==> src/rtl/gpabc_pkg.sv <==
// Purpose: Constants for the three-port general-purpose pin block (ports A, B, C).
// Assumes: Byte-wide special-function register bus with 8-bit addresses.
// Notes: Offsets are byte addresses on the special-function bus.
package gpabc_pkg;
    localparam int ADDR_W = 8;
    localparam int DATA_W = 8;
    localparam int PA_W = 4;
    localparam int PB_W = 1;
    localparam int PC_W = 6;

    localparam logic [7:0] ADDR_PA_OD = 8'ha0;
    localparam logic [7:0] ADDR_PB_OD = 8'ha1;
    localparam logic [7:0] ADDR_PC_OD = 8'ha2;
    localparam logic [7:0] ADDR_PA_PU = 8'ha5;
    localparam logic [7:0] ADDR_PB_PU = 8'ha6;
    localparam logic [7:0] ADDR_PC_PU = 8'ha7;
    localparam logic [7:0] ADDR_PA_FSEL = 8'haa;
    localparam logic [7:0] ADDR_PB_FSEL = 8'hab;
    localparam logic [7:0] ADDR_PA_DATA = 8'hc0;
    localparam logic [7:0] ADDR_PA_DIR = 8'hc1;
    localparam logic [7:0] ADDR_PB_DATA = 8'hc2;
    localparam logic [7:0] ADDR_PB_DIR = 8'hc3;
    localparam logic [7:0] ADDR_PC_DATA = 8'hc4;
    localparam logic [7:0] ADDR_PC_DIR = 8'hc5;

    // Port A pins sit at byte positions 7, 6, 4, 1
    localparam int PA_BIT0 = 1;
    localparam int PA_BIT1 = 4;
    localparam int PA_BIT2 = 6;
    localparam int PA_BIT3 = 7;
    // Function select bit positions: port A, except FS_PWM which is the port B select bit
    localparam int FS_EXT_IRQ_B = 7;
    localparam int FS_EXT_IRQ_A = 6;
    localparam int FS_BUZZER = 4;
    localparam int FS_UART_RX = 3;
    localparam int FS_UART_TX = 2;
    localparam int FS_TIMER_EVT = 1;
    localparam int FS_PWM = 0;

    localparam logic [7:0] RST_BYTE = 8'h00;
    localparam logic [7:0] PA_DATA_MASK = 8'hd2;
    localparam logic [7:0] PA_FSEL_MASK = 8'hde;
    localparam logic [7:0] PB_MASK = 8'h01;
    localparam logic [7:0] PC_MASK = 8'h3f;
endpackage : gpabc_pkg

==> src/rtl/gpabc_pin.sv <==
// Purpose: One bidirectional pad control cell with input synchroniser.
// Assumes: Pad resolves wire level from output enable and pull-up request.
// Notes: Open drain drives only low; a high is left to the pull-up or outside.
`timescale 1ns/1ns
module gpabc_pin (
    input wire logic core_clk,
    input wire logic srst,
    input wire logic clk_en,
    input wire logic dir_out,
    input wire logic open_drain,
    input wire logic pullup_sel,
    input wire logic out_val,
    input wire logic pad_in,
    output logic pad_out,
    output logic pad_oe,
    output logic pad_pu,
    output logic pin_level
);
    logic sync1_q;
    logic sync2_q;
    logic oe_d;
    logic pu_d;

    // Open drain enables the driver only for a low level
    assign oe_d = dir_out & ~(open_drain & out_val);
    // Pull-up while the pin floats as input, or an open drain output released
    assign pu_d = pullup_sel & ~oe_d;

    always_ff @(posedge core_clk) begin
        if (srst) begin
            sync1_q <= 1'b0;
            sync2_q <= 1'b0;
            pad_out <= 1'b0;
            pad_oe <= 1'b0;
            pad_pu <= 1'b0;
        end else if (clk_en) begin
            sync1_q <= pad_in;
            sync2_q <= sync1_q;
            pad_out <= out_val & ~open_drain;
            pad_oe <= oe_d;
            pad_pu <= pu_d;
        end
    end

    assign pin_level = sync2_q;
endmodule : gpabc_pin

==> src/rtl/gpabc_ports.sv <==
// Purpose: Ports A (4 pins), B (1 pin), C (6 pins) with direction, pull-up,
//          open drain and alternate-function routing.
// Assumes: CPU special-function bus: address, write strobe, read strobe with a
//          read-pin qualifier; read data is registered one cycle after the strobe.
// Notes: Control registers are write-only and read back as zero.
`timescale 1ns/1ns

// Behaviour
// - Port A: four pins at bits 7,6,4,1
// - Direction bit 1 output, 0 input
// - Pull-up bit 1 connects, 0 disconnects; code connects it only while the pin driver is off
// - Port A registers reset to zero
// - Port A function select resets zero
// - Function select 1 routes pin to peripheral
// - Port A select bit layout fixed
// - Pins 7,6,4,1 carry irq, buzzer, timer
// - Control registers write-only, byte writes only
// - Port B single pin, registers reset zero
// - Port B select picks PWM/timer output
// - Port C six pins with registers
// - Open drain bit 1 open drain
// - Input with pull-up floats high
// - Data read returns latch or pin
module gpabc_ports #(
    parameter int PA_W = gpabc_pkg::PA_W,
    parameter int PB_W = gpabc_pkg::PB_W,
    parameter int PC_W = gpabc_pkg::PC_W
) (
    input wire logic core_clk,
    input wire logic srst,
    input wire logic clk_en,
    input wire logic [gpabc_pkg::ADDR_W-1:0] sfr_addr,
    input wire logic [gpabc_pkg::DATA_W-1:0] sfr_wdata,
    input wire logic sfr_wr,
    input wire logic sfr_rd,
    input wire logic sfr_rd_pin,
    output logic [gpabc_pkg::DATA_W-1:0] sfr_rdata,
    output logic sfr_rvalid,
    input wire logic [PA_W-1:0] pa_pad_in,
    output logic [PA_W-1:0] pa_pad_out,
    output logic [PA_W-1:0] pa_pad_oe,
    output logic [PA_W-1:0] pa_pad_pu,
    input wire logic [PB_W-1:0] pb_pad_in,
    output logic [PB_W-1:0] pb_pad_out,
    output logic [PB_W-1:0] pb_pad_oe,
    output logic [PB_W-1:0] pb_pad_pu,
    input wire logic [PC_W-1:0] pc_pad_in,
    output logic [PC_W-1:0] pc_pad_out,
    output logic [PC_W-1:0] pc_pad_oe,
    output logic [PC_W-1:0] pc_pad_pu,
    input wire logic buzzer_out,
    input wire logic uart_tx_out,
    input wire logic timer2_wave_out,
    output logic ext_irq_a_in,
    output logic ext_irq_b_in,
    output logic timer_event_in,
    output logic uart_tx_en,
    output logic uart_rx_en
);
    logic [7:0] pa_data_q, pa_dir_q, pa_pu_q, pa_od_q, pa_fsel_q;
    logic [7:0] pb_data_q, pb_dir_q, pb_pu_q, pb_od_q, pb_fsel_q;
    logic [7:0] pc_data_q, pc_dir_q, pc_pu_q, pc_od_q;
    logic [7:0] rdata_d;
    logic [PA_W-1:0] pa_lvl, pa_dir, pa_od, pa_pu, pa_val, pa_fs, pa_alt_out;
    logic [PA_W-1:0] pa_alt_is_out, pa_alt_is_in;
    logic [PB_W-1:0] pb_lvl, pb_dir, pb_val;
    logic [PC_W-1:0] pc_lvl;
    logic [7:0] pa_lvl_byte, pa_lat_byte;
    logic [7:0] pb_lvl_byte, pc_lvl_byte;
    logic irq_a_d, irq_b_d, tevt_d;

    // Gathers the four port A pins from their byte positions
    function automatic logic [3:0] pa_pick(input logic [7:0] b);
        pa_pick = {b[gpabc_pkg::PA_BIT3], b[gpabc_pkg::PA_BIT2],
                   b[gpabc_pkg::PA_BIT1], b[gpabc_pkg::PA_BIT0]};
    endfunction : pa_pick

    function automatic logic [7:0] pa_spread(input logic [3:0] p);
        logic [7:0] b;
        b = 8'h00;
        b[gpabc_pkg::PA_BIT0] = p[0];
        b[gpabc_pkg::PA_BIT1] = p[1];
        b[gpabc_pkg::PA_BIT2] = p[2];
        b[gpabc_pkg::PA_BIT3] = p[3];
        pa_spread = b;
    endfunction : pa_spread

    // Byte write strobe for one address
    function automatic logic wr_hit(input logic [7:0] a, input logic [7:0] target,
                                    input logic wr);
        wr_hit = wr & (a == target);
    endfunction : wr_hit

    wire wr_pa_data = wr_hit(sfr_addr, gpabc_pkg::ADDR_PA_DATA, sfr_wr);
    wire wr_pa_dir = wr_hit(sfr_addr, gpabc_pkg::ADDR_PA_DIR, sfr_wr);
    wire wr_pa_pu = wr_hit(sfr_addr, gpabc_pkg::ADDR_PA_PU, sfr_wr);
    wire wr_pa_od = wr_hit(sfr_addr, gpabc_pkg::ADDR_PA_OD, sfr_wr);
    wire wr_pa_fsel = wr_hit(sfr_addr, gpabc_pkg::ADDR_PA_FSEL, sfr_wr);
    wire wr_pb_data = wr_hit(sfr_addr, gpabc_pkg::ADDR_PB_DATA, sfr_wr);
    wire wr_pb_dir = wr_hit(sfr_addr, gpabc_pkg::ADDR_PB_DIR, sfr_wr);
    wire wr_pb_pu = wr_hit(sfr_addr, gpabc_pkg::ADDR_PB_PU, sfr_wr);
    wire wr_pb_od = wr_hit(sfr_addr, gpabc_pkg::ADDR_PB_OD, sfr_wr);
    wire wr_pb_fsel = wr_hit(sfr_addr, gpabc_pkg::ADDR_PB_FSEL, sfr_wr);
    wire wr_pc_data = wr_hit(sfr_addr, gpabc_pkg::ADDR_PC_DATA, sfr_wr);
    wire wr_pc_dir = wr_hit(sfr_addr, gpabc_pkg::ADDR_PC_DIR, sfr_wr);
    wire wr_pc_pu = wr_hit(sfr_addr, gpabc_pkg::ADDR_PC_PU, sfr_wr);
    wire wr_pc_od = wr_hit(sfr_addr, gpabc_pkg::ADDR_PC_OD, sfr_wr);

    // Whole-byte writes only; unimplemented bits are masked away
    always_ff @(posedge core_clk) begin
        if (srst) begin
            pa_data_q <= gpabc_pkg::RST_BYTE;
            pa_dir_q <= gpabc_pkg::RST_BYTE;
            pa_pu_q <= gpabc_pkg::RST_BYTE;
            pa_od_q <= gpabc_pkg::RST_BYTE;
            pa_fsel_q <= gpabc_pkg::RST_BYTE;
        end else if (clk_en) begin
            if (wr_pa_data) pa_data_q <= sfr_wdata & gpabc_pkg::PA_DATA_MASK;
            if (wr_pa_dir) pa_dir_q <= sfr_wdata & gpabc_pkg::PA_DATA_MASK;
            if (wr_pa_pu) pa_pu_q <= sfr_wdata & gpabc_pkg::PA_DATA_MASK;
            if (wr_pa_od) pa_od_q <= sfr_wdata & gpabc_pkg::PA_DATA_MASK;
            if (wr_pa_fsel) pa_fsel_q <= sfr_wdata & gpabc_pkg::PA_FSEL_MASK;
        end
    end

    always_ff @(posedge core_clk) begin
        if (srst) begin
            pb_data_q <= gpabc_pkg::RST_BYTE;
            pb_dir_q <= gpabc_pkg::RST_BYTE;
            pb_pu_q <= gpabc_pkg::RST_BYTE;
            pb_od_q <= gpabc_pkg::RST_BYTE;
            pb_fsel_q <= gpabc_pkg::RST_BYTE;
        end else if (clk_en) begin
            if (wr_pb_data) pb_data_q <= sfr_wdata & gpabc_pkg::PB_MASK;
            if (wr_pb_dir) pb_dir_q <= sfr_wdata & gpabc_pkg::PB_MASK;
            if (wr_pb_pu) pb_pu_q <= sfr_wdata & gpabc_pkg::PB_MASK;
            if (wr_pb_od) pb_od_q <= sfr_wdata & gpabc_pkg::PB_MASK;
            if (wr_pb_fsel) pb_fsel_q <= sfr_wdata & gpabc_pkg::PB_MASK;
        end
    end

    // Port C reset value is not given; zero keeps pins as floating inputs
    always_ff @(posedge core_clk) begin
        if (srst) begin
            pc_data_q <= gpabc_pkg::RST_BYTE;
            pc_dir_q <= gpabc_pkg::RST_BYTE;
            pc_pu_q <= gpabc_pkg::RST_BYTE;
            pc_od_q <= gpabc_pkg::RST_BYTE;
        end else if (clk_en) begin
            if (wr_pc_data) pc_data_q <= sfr_wdata & gpabc_pkg::PC_MASK;
            if (wr_pc_dir) pc_dir_q <= sfr_wdata & gpabc_pkg::PC_MASK;
            if (wr_pc_pu) pc_pu_q <= sfr_wdata & gpabc_pkg::PC_MASK;
            if (wr_pc_od) pc_od_q <= sfr_wdata & gpabc_pkg::PC_MASK;
        end
    end

    // Function selects per port A pin: 7 irq B, 6 irq A, 4 buzzer, 1 timer event
    assign pa_fs = pa_pick(pa_fsel_q);
    // Only the buzzer pin is a peripheral output; the others are peripheral inputs
    assign pa_alt_is_out = {1'b0, 1'b0, pa_fs[1], 1'b0};
    assign pa_alt_is_in = pa_fs & ~pa_alt_is_out;
    assign pa_alt_out = {1'b0, 1'b0, buzzer_out, 1'b0};
    // Peripheral overrides the latch and forces the pin direction
    assign pa_val = (pa_pick(pa_data_q) & ~pa_fs) | (pa_alt_out & pa_fs);
    assign pa_dir = (pa_pick(pa_dir_q) & ~pa_alt_is_in) | pa_alt_is_out;
    assign pa_od = pa_pick(pa_od_q);
    assign pa_pu = pa_pick(pa_pu_q);

    assign pb_val = pb_fsel_q[gpabc_pkg::FS_PWM] ? timer2_wave_out
                                                  : pb_data_q[0];
    assign pb_dir = pb_dir_q[0] | pb_fsel_q[gpabc_pkg::FS_PWM];

    genvar gi;
    generate
        for (gi = 0; gi < PA_W; gi++) begin : g_pa
            gpabc_pin u_pin (
                .core_clk(core_clk), .srst(srst), .clk_en(clk_en),
                .dir_out(pa_dir[gi]), .open_drain(pa_od[gi]), .pullup_sel(pa_pu[gi]),
                .out_val(pa_val[gi]), .pad_in(pa_pad_in[gi]),
                .pad_out(pa_pad_out[gi]), .pad_oe(pa_pad_oe[gi]),
                .pad_pu(pa_pad_pu[gi]), .pin_level(pa_lvl[gi])
            );
        end
        for (gi = 0; gi < PB_W; gi++) begin : g_pb
            gpabc_pin u_pin (
                .core_clk(core_clk), .srst(srst), .clk_en(clk_en),
                .dir_out(pb_dir[gi]), .open_drain(pb_od_q[gi]), .pullup_sel(pb_pu_q[gi]),
                .out_val(pb_val[gi]), .pad_in(pb_pad_in[gi]),
                .pad_out(pb_pad_out[gi]), .pad_oe(pb_pad_oe[gi]),
                .pad_pu(pb_pad_pu[gi]), .pin_level(pb_lvl[gi])
            );
        end
        for (gi = 0; gi < PC_W; gi++) begin : g_pc
            gpabc_pin u_pin (
                .core_clk(core_clk), .srst(srst), .clk_en(clk_en),
                .dir_out(pc_dir_q[gi]), .open_drain(pc_od_q[gi]), .pullup_sel(pc_pu_q[gi]),
                .out_val(pc_data_q[gi]), .pad_in(pc_pad_in[gi]),
                .pad_out(pc_pad_out[gi]), .pad_oe(pc_pad_oe[gi]),
                .pad_pu(pc_pad_pu[gi]), .pin_level(pc_lvl[gi])
            );
        end
    endgenerate

    // Peripheral inputs see the synchronised pin, low while not selected
    assign irq_a_d = pa_fsel_q[gpabc_pkg::FS_EXT_IRQ_A] & pa_lvl[2];
    assign irq_b_d = pa_fsel_q[gpabc_pkg::FS_EXT_IRQ_B] & pa_lvl[3];
    assign tevt_d = pa_fsel_q[gpabc_pkg::FS_TIMER_EVT] & pa_lvl[0];
    // UART has no port A pin here; RX select is passed on as enable, TX select is gated by uart_tx_out
    wire uart_tx_en_d = pa_fsel_q[gpabc_pkg::FS_UART_TX] & uart_tx_out;
    wire uart_rx_en_d = pa_fsel_q[gpabc_pkg::FS_UART_RX];

    assign pa_lvl_byte = pa_spread(pa_lvl);
    assign pa_lat_byte = pa_data_q;
    assign pb_lvl_byte = {7'h00, pb_lvl};
    assign pc_lvl_byte = {2'h0, pc_lvl};

    // Write-only registers read as zero; only data registers answer
    always_comb begin
        rdata_d = 8'h00;
        if (sfr_addr == gpabc_pkg::ADDR_PA_DATA)
            rdata_d = sfr_rd_pin ? pa_lvl_byte : pa_lat_byte;
        else if (sfr_addr == gpabc_pkg::ADDR_PB_DATA)
            rdata_d = sfr_rd_pin ? pb_lvl_byte : pb_data_q;
        else if (sfr_addr == gpabc_pkg::ADDR_PC_DATA)
            rdata_d = sfr_rd_pin ? pc_lvl_byte : pc_data_q;
    end

    always_ff @(posedge core_clk) begin
        if (srst) begin
            sfr_rdata <= 8'h00;
            sfr_rvalid <= 1'b0;
            ext_irq_a_in <= 1'b0;
            ext_irq_b_in <= 1'b0;
            timer_event_in <= 1'b0;
            uart_tx_en <= 1'b0;
            uart_rx_en <= 1'b0;
        end else if (clk_en) begin
            sfr_rdata <= sfr_rd ? rdata_d : 8'h00;
            sfr_rvalid <= sfr_rd;
            ext_irq_a_in <= irq_a_d;
            ext_irq_b_in <= irq_b_d;
            timer_event_in <= tevt_d;
            uart_tx_en <= uart_tx_en_d;
            uart_rx_en <= uart_rx_en_d;
        end
    end
endmodule : gpabc_ports

==> config.mk <==
export PLATFORM = sky130hd
export DESIGN_NAME = gpabc_ports
export DESIGN_NICKNAME = d
export VERILOG_FILES = /design/src/rtl/gpabc_pkg.sv /design/src/rtl/gpabc_pin.sv /design/src/rtl/gpabc_ports.sv
export SDC_FILE = /design/constraint.sdc
export NUM_CORES = 1
export LEC_CHECK = 0
export BUFFER_PORTS_ARGS = -buffer_cell sky130_fd_sc_hd__buf_4
export CAP_MARGIN = 20
export CORE_UTILIZATION = 56
export CTS_CLUSTER_SIZE = 12
export DETAILED_ROUTE_END_ITERATION = 10
export HOLD_SLACK_MARGIN = 0.12
export MAX_ROUTING_LAYER = met4
export PLACE_DENSITY = 0.79
export SLEW_MARGIN = 10
export SYNTH_ARGS = -nofsm -noshare
export SYNTH_HDL_FRONTEND = slang
export SYNTH_SLANG_ARGS = --single-unit
==> constraint.sdc <==
create_clock -name core_clk -period 1.5 [get_ports core_clk]
set_input_delay 0.225 -clock core_clk [delete_from_list [all_inputs] [get_ports core_clk]]
set_output_delay 0.225 -clock core_clk [all_outputs]
set_load 0.02 [all_outputs]
---- Word-level counts from Yosys, hierarchy flattened ----
Index checks and enable logic that the tools add are counted.
storage, ports and cells
  bits in registers ....................... 120
  output and inout bits ................... 47
  logic and storage cells ................. 217
cells by class
  eq/ne operators ......................... 14
  mux-type cells .......................... 8
  bitwise logic cells ..................... 105
  reduce and logical (&&, ||, !) cells .... 14
operators by type and width
  cell                                          count
  8-bit == test (second input constant)         14
  1-bit bitwise AND                             62
  1-bit inverter                                33
  2-bit AND reduction                           14
  8-bit two-way mux                             3
  6-bit two-way mux                             3
  4-bit bitwise AND                             3
  4-bit inverter                                2
  2-bit by 4-bit bitwise AND with 4-bit output  1
  2-bit inverter with 4-bit output              1
  4-bit by 2-bit bitwise OR with 4-bit output   1
  4-bit bitwise OR                              1
  1-bit two-way mux                             2
  1-bit bitwise OR                              1

---- Depth between registers and ports, before layout ----
  word-level depth ........................ 8
  depth in mapped cells ................... 7
  depth with buffers taken out ............ 4

---- Cells and area by module ----
From an unflattened synthesis, not the netlist that was laid out.
unflattened totals
  cells, all modules ...................... 501
  area total of the unflattened synthesis .. 5225.0 sq um
modules (own cells, without submodules)
  module       instances  cells each  area an instance (sq um)  seq. area each (sq um)
  gpabc_ports  1          281         2802.7                    1301.2
  gpabc_pin    11         20          220.2                     100.1

---- Worst setup path after synthesis ----
Ideal clock, no wire load.
  kind .................................... in2reg
  start point ............................. in sfr_addr[2] (netlist bit)
  end point ............................... reg pc_od_q[0]
  arrival time ............................ 1.225 ns
  slack ................................... 0.147 ns
  cell stages on the path ................. 5
  path buffers ............................ 1
  path through ............................ clkbuf_2 > nor4b_1 > nand3_2 > mux2i_1 > nor2_1
on the way
  cells in the longest elaborated chain, start to end .. 3
RTL lines
  element                               line                RTL
  from (decl)                           gpabc_ports.sv:32   input wire logic [gpabc_pkg::ADDR_W-1:0] sfr_addr,
  8-bit == test                         gpabc_ports.sv:91   wr_hit = wr & (a == target);
  1-bit bitwise AND                     gpabc_ports.sv:91
  2-bit AND reduction (no source line)  --
  to (signal assigned)                  gpabc_ports.sv:148  pc_od_q <= gpabc_pkg::RST_BYTE;
  to (signal assigned)                  gpabc_ports.sv:153  if (wr_pc_od) pc_od_q <= sfr_wdata & gpabc_pkg::PC_MASK;
  to (decl)                             gpabc_ports.sv:62   logic [7:0] pc_data_q, pc_dir_q, pc_pu_q, pc_od_q;
No other way between the ends.
A chain may end at the register's enable or synchronous reset.

---- Final worst setup path ----
  start point ............................. reg pb_fsel_q[0]
  end point ............................... reg g_pb[0].u_pin.pad_pu
on the way
  cells in the longest elaborated chain, start to end .. 6
  elaborated cells between the ends (all ways) .. 7
  those cells by class .................... mux (1); bitwise (6)
RTL lines
  element                 line                RTL
  from (decl)             gpabc_ports.sv:61   logic [7:0] pb_data_q, pb_dir_q, pb_pu_q, pb_od_q, pb_fsel_q;
  from (signal assigned)  gpabc_ports.sv:132  pb_fsel_q <= gpabc_pkg::RST_BYTE;
  from (signal assigned)  gpabc_ports.sv:138  if (wr_pb_fsel) pb_fsel_q <= sfr_wdata & gpabc_pkg::PB_MASK;
  1-bit two-way mux       gpabc_ports.sv:169  assign pb_val = pb_fsel_q[gpabc_pkg::FS_PWM] ? timer2_wave_out
  1-bit bitwise AND       gpabc_pin.sv:25     assign oe_d = dir_out & ~(open_drain & out_val);
  1-bit inverter          gpabc_pin.sv:25
  1-bit bitwise AND (*)   gpabc_pin.sv:25
  1-bit inverter (*)      gpabc_pin.sv:27     assign pu_d = pullup_sel & ~oe_d;
  1-bit bitwise AND (*)   gpabc_pin.sv:27
  to (signal assigned)    gpabc_pin.sv:41     pad_pu <= pu_d;
  to (decl)               gpabc_pin.sv:16     output logic pad_pu,
Every way passes the cells marked *; elsewhere a longest branch is shown, timed or not.

==> metrics.txt <==
antenna violations before repair 0; register area 2400 um^2; # DRC 0; worst skew pair latency 0.50 ns; RSZ-0062 raised after global routing no; CTS clock-pin slew for the worst setup and hold paths 0.06 ns; Crit path max-delay family flip-flops; final slew viol count 0; first-pass GRT wire length 18900 um; Fill cells 578; area of the multi-input gates 2150 um^2; post-layout util 0.749; CTS Buf Count 17; slew margin rel. 0.746; Die Height 95.9 um; gpl congestion 0.936; Yosys cell types 38; Post-Route WL 11800 um; grt ovf 0; die area slightly above 9000 um^2; Hold Path Depth 4; Tmin final 1.36 ns; GR Util All Layers 0.280; final setup fails 0; power density over cell area 1160 nW/um^2; Initial Util 0.589; FF-to-FF Start pb_fsel_q[0]; dpl cell area ~5500 um^2; CP Launch Type flop; Std-Cell Core Area 8380 um^2; Data required, critical path 1.90 ns; Max-Cap Viols 0; cell row count 33; drt first-iter violations 148; drt pass-1 iters 6; # H-tree levels 4; Post-Syn Nets 568; Clock Sinks 120; crit-path cells mux2_2 -> a21oi_1 -> o2bb2ai_1 -> nor2b_1; Min-Delay Startpoint sfr_addr[3]; mapped cell area between 4000 and 5000 um^2; Seq/Total Area, Yosys 0.486; vias in the first global route 3908; outcome finished, final reports clean; pin count of the biggest net entering global routing 33; Synth Instances between 500 and 600; Vias per Instance 5.53; CTS tree done; Die Width around 96 um; setup TNS 0 ns; CP max stage delay ~0.38 ns; via count roughly 4000; Leak Pwr 2.86 nW; layout cells sized above 1 0.241; CTS resizes 0; post-route ant nets 0; Fin Clk Skew 0.00557 ns; Post-CTS Setup Bufs 0; commonest non-fill, non-tap cell in the layout dfxtp_1; Hold Crit Class in -> reg; Total Power between 7 and 8 mW; ant diodes 0; Max VDD drop 0.799 mV; CP Capture Type flop; Min-Delay Endpoint pb_fsel_q[0]; Worst Reg2Reg Path Length in Cells 4; hpwl dp 7530 um; fin nets 649; class of the most critical setup path reg -> reg; r2r setup slk 0.14 ns; critical path buffer and inverter count 0; reg2reg end g_pb[0].u_pin.pad_pu; post-route cell area between 6000 and 7000 um^2; IO Count 83; critical path arrival 1.76 ns; Yosys reg bits 120; synth warn 0; Wirelength per Cell 16.1 um; critical path fanouts, max 3; Worst-Margin Slew 0.381 ns; CTS max path bufs 2; Critical-path top delay cell dfxtp_1; fin crit share 0.907; f_max 0.735 GHz; area grow syn2layout 27.0%; final hold violations 0; most frequent cells in the layout dfxtp_1, buf_4, nor2_1; CTS root buf clkbuf_8; IO Port Bufs 82; Syn Area/Cell 9.29 um^2
[kinds of logic after synthesis]
family	count (synthesis)	synth area share
simple gates	205	0.192
flops	120	0.486
mux	88	0.181
compound gates	50	0.0628
buf+inv	69	0.0788
[tightest hold or removal path: stages]
cell	delay, ns
buf_4	0.15
nand4b_1	0.11
mux2i_1	0.07
nor2_1	0.07
[per-stage QoR]
step                      setup WS, ns  hold slack [ns]  std cells
final                            0.139            0.169        731
after global routing            0.0733            0.191        731
after CTS                        0.159            0.138        731
after detailed placement        -0.102            0.459        676
after global placement         -0.0667            0.448        676
after floorplan                  0.147            0.369        532
[power by group]
group	internal (mW)	switching (mW)	leakage (nW)
combinational	0.204	0.226	1.63
clock	2.18	1.43	0.261
sequential	3.22	0.0201	0.970
[cells in the mapped netlist]
master,instances,area (um^2)
nor2b_1,3,18.8
nor2_1,96,360
a21oi_1,28,140
inv_1,3,11.3
a31oi_1,3,18.8
nand4b_1,2,17.5
clkbuf_1,21,78.8
buf_4,31,233
and4bb_2,2,25.0
buf_1,2,7.51
and4b_1,2,20.0
nor4bb_1,1,10.0
and2_1,1,6.26
nand3b_1,2,15.0
nand2_1,54,203
o2bb2ai_1,2,17.5
a22oi_1,5,37.5
or4b_1,1,10.0
and3_1,1,6.26
buf_2,9,45.0
inv_2,1,3.75
mux2i_1,79,791
and4_1,3,26.3
mux2_2,9,101
a2bb2oi_1,6,52.6
o22ai_1,2,12.5
nor3_1,6,30.0
nor4b_1,2,17.5
or4_1,1,7.51
o21ai_0,1,5.00
nand4b_2,1,15.0
dfxtp_1,120,2400
nand4_1,1,6.26
nand3_1,22,110
a32oi_1,3,26.3
nand3_2,3,30.0
clkbuf_2,2,10.0
nor4_2,1,12.5
[repair_timing]
action	in CTS	in global routing
endpoints found under the setup margin	0	0
hold endpoints to repair	74	0
hold buffers	23	0
[sequential cells by signal, indices dropped and copies added (netlist names), 6 cells and up]
register / count
pa_fsel_q: 6
pc_data_q: 6
pc_pu_q: 6
g_pc.u_pin.pad_oe: 6
g_pc.u_pin.pin_level: 6
g_pc.u_pin.pad_out: 6
g_pc.u_pin.sync1_q: 6
sfr_rdata: 8
pc_od_q: 6
g_pc.u_pin.pad_pu: 6
pc_dir_q: 6
[how the worst max path moves through the flow]
stage                                  to    startpoint  slack (ns)  depth (start not counted)
global placement               pc_pu_q[2]   sfr_addr[4]       -0.07                          7
floorplan                      pc_od_q[0]   sfr_addr[2]        0.15                          5
finish               g_pb[0].u_pin.pad_pu  pb_fsel_q[0]        0.14                          4
detailed placement             pc_pu_q[3]   sfr_addr[4]       -0.10                          7
global route        g_pc[3].u_pin.sync1_q          srst        0.07                          4
CTS                  g_pb[0].u_pin.pad_pu  pb_fsel_q[0]        0.16                          4
[final cells by class]
class | count | area share
inverter | 4 | 0.00239
timing repair buffer | 127 | 0.167
multi-input combinational | 343 | 0.343
clock buffer | 19 | 0.0672
tap | 105 | 0.0209
clock inverter | 13 | 0.0169
sequential | 120 | 0.383
[routing by layer]
layer	GRT usage	part of all wire	wire length, um	up-vias
met3	0.0553	0.045	530	17
met1	0.341	0.44	5170	1929
met4	0.108	0.017	201	0
li1	-	-	-	1952
met5	-	0	0	-
met2	0.458	0.50	5870	143
Note: power is estimated with default switching activity, not from simulation.
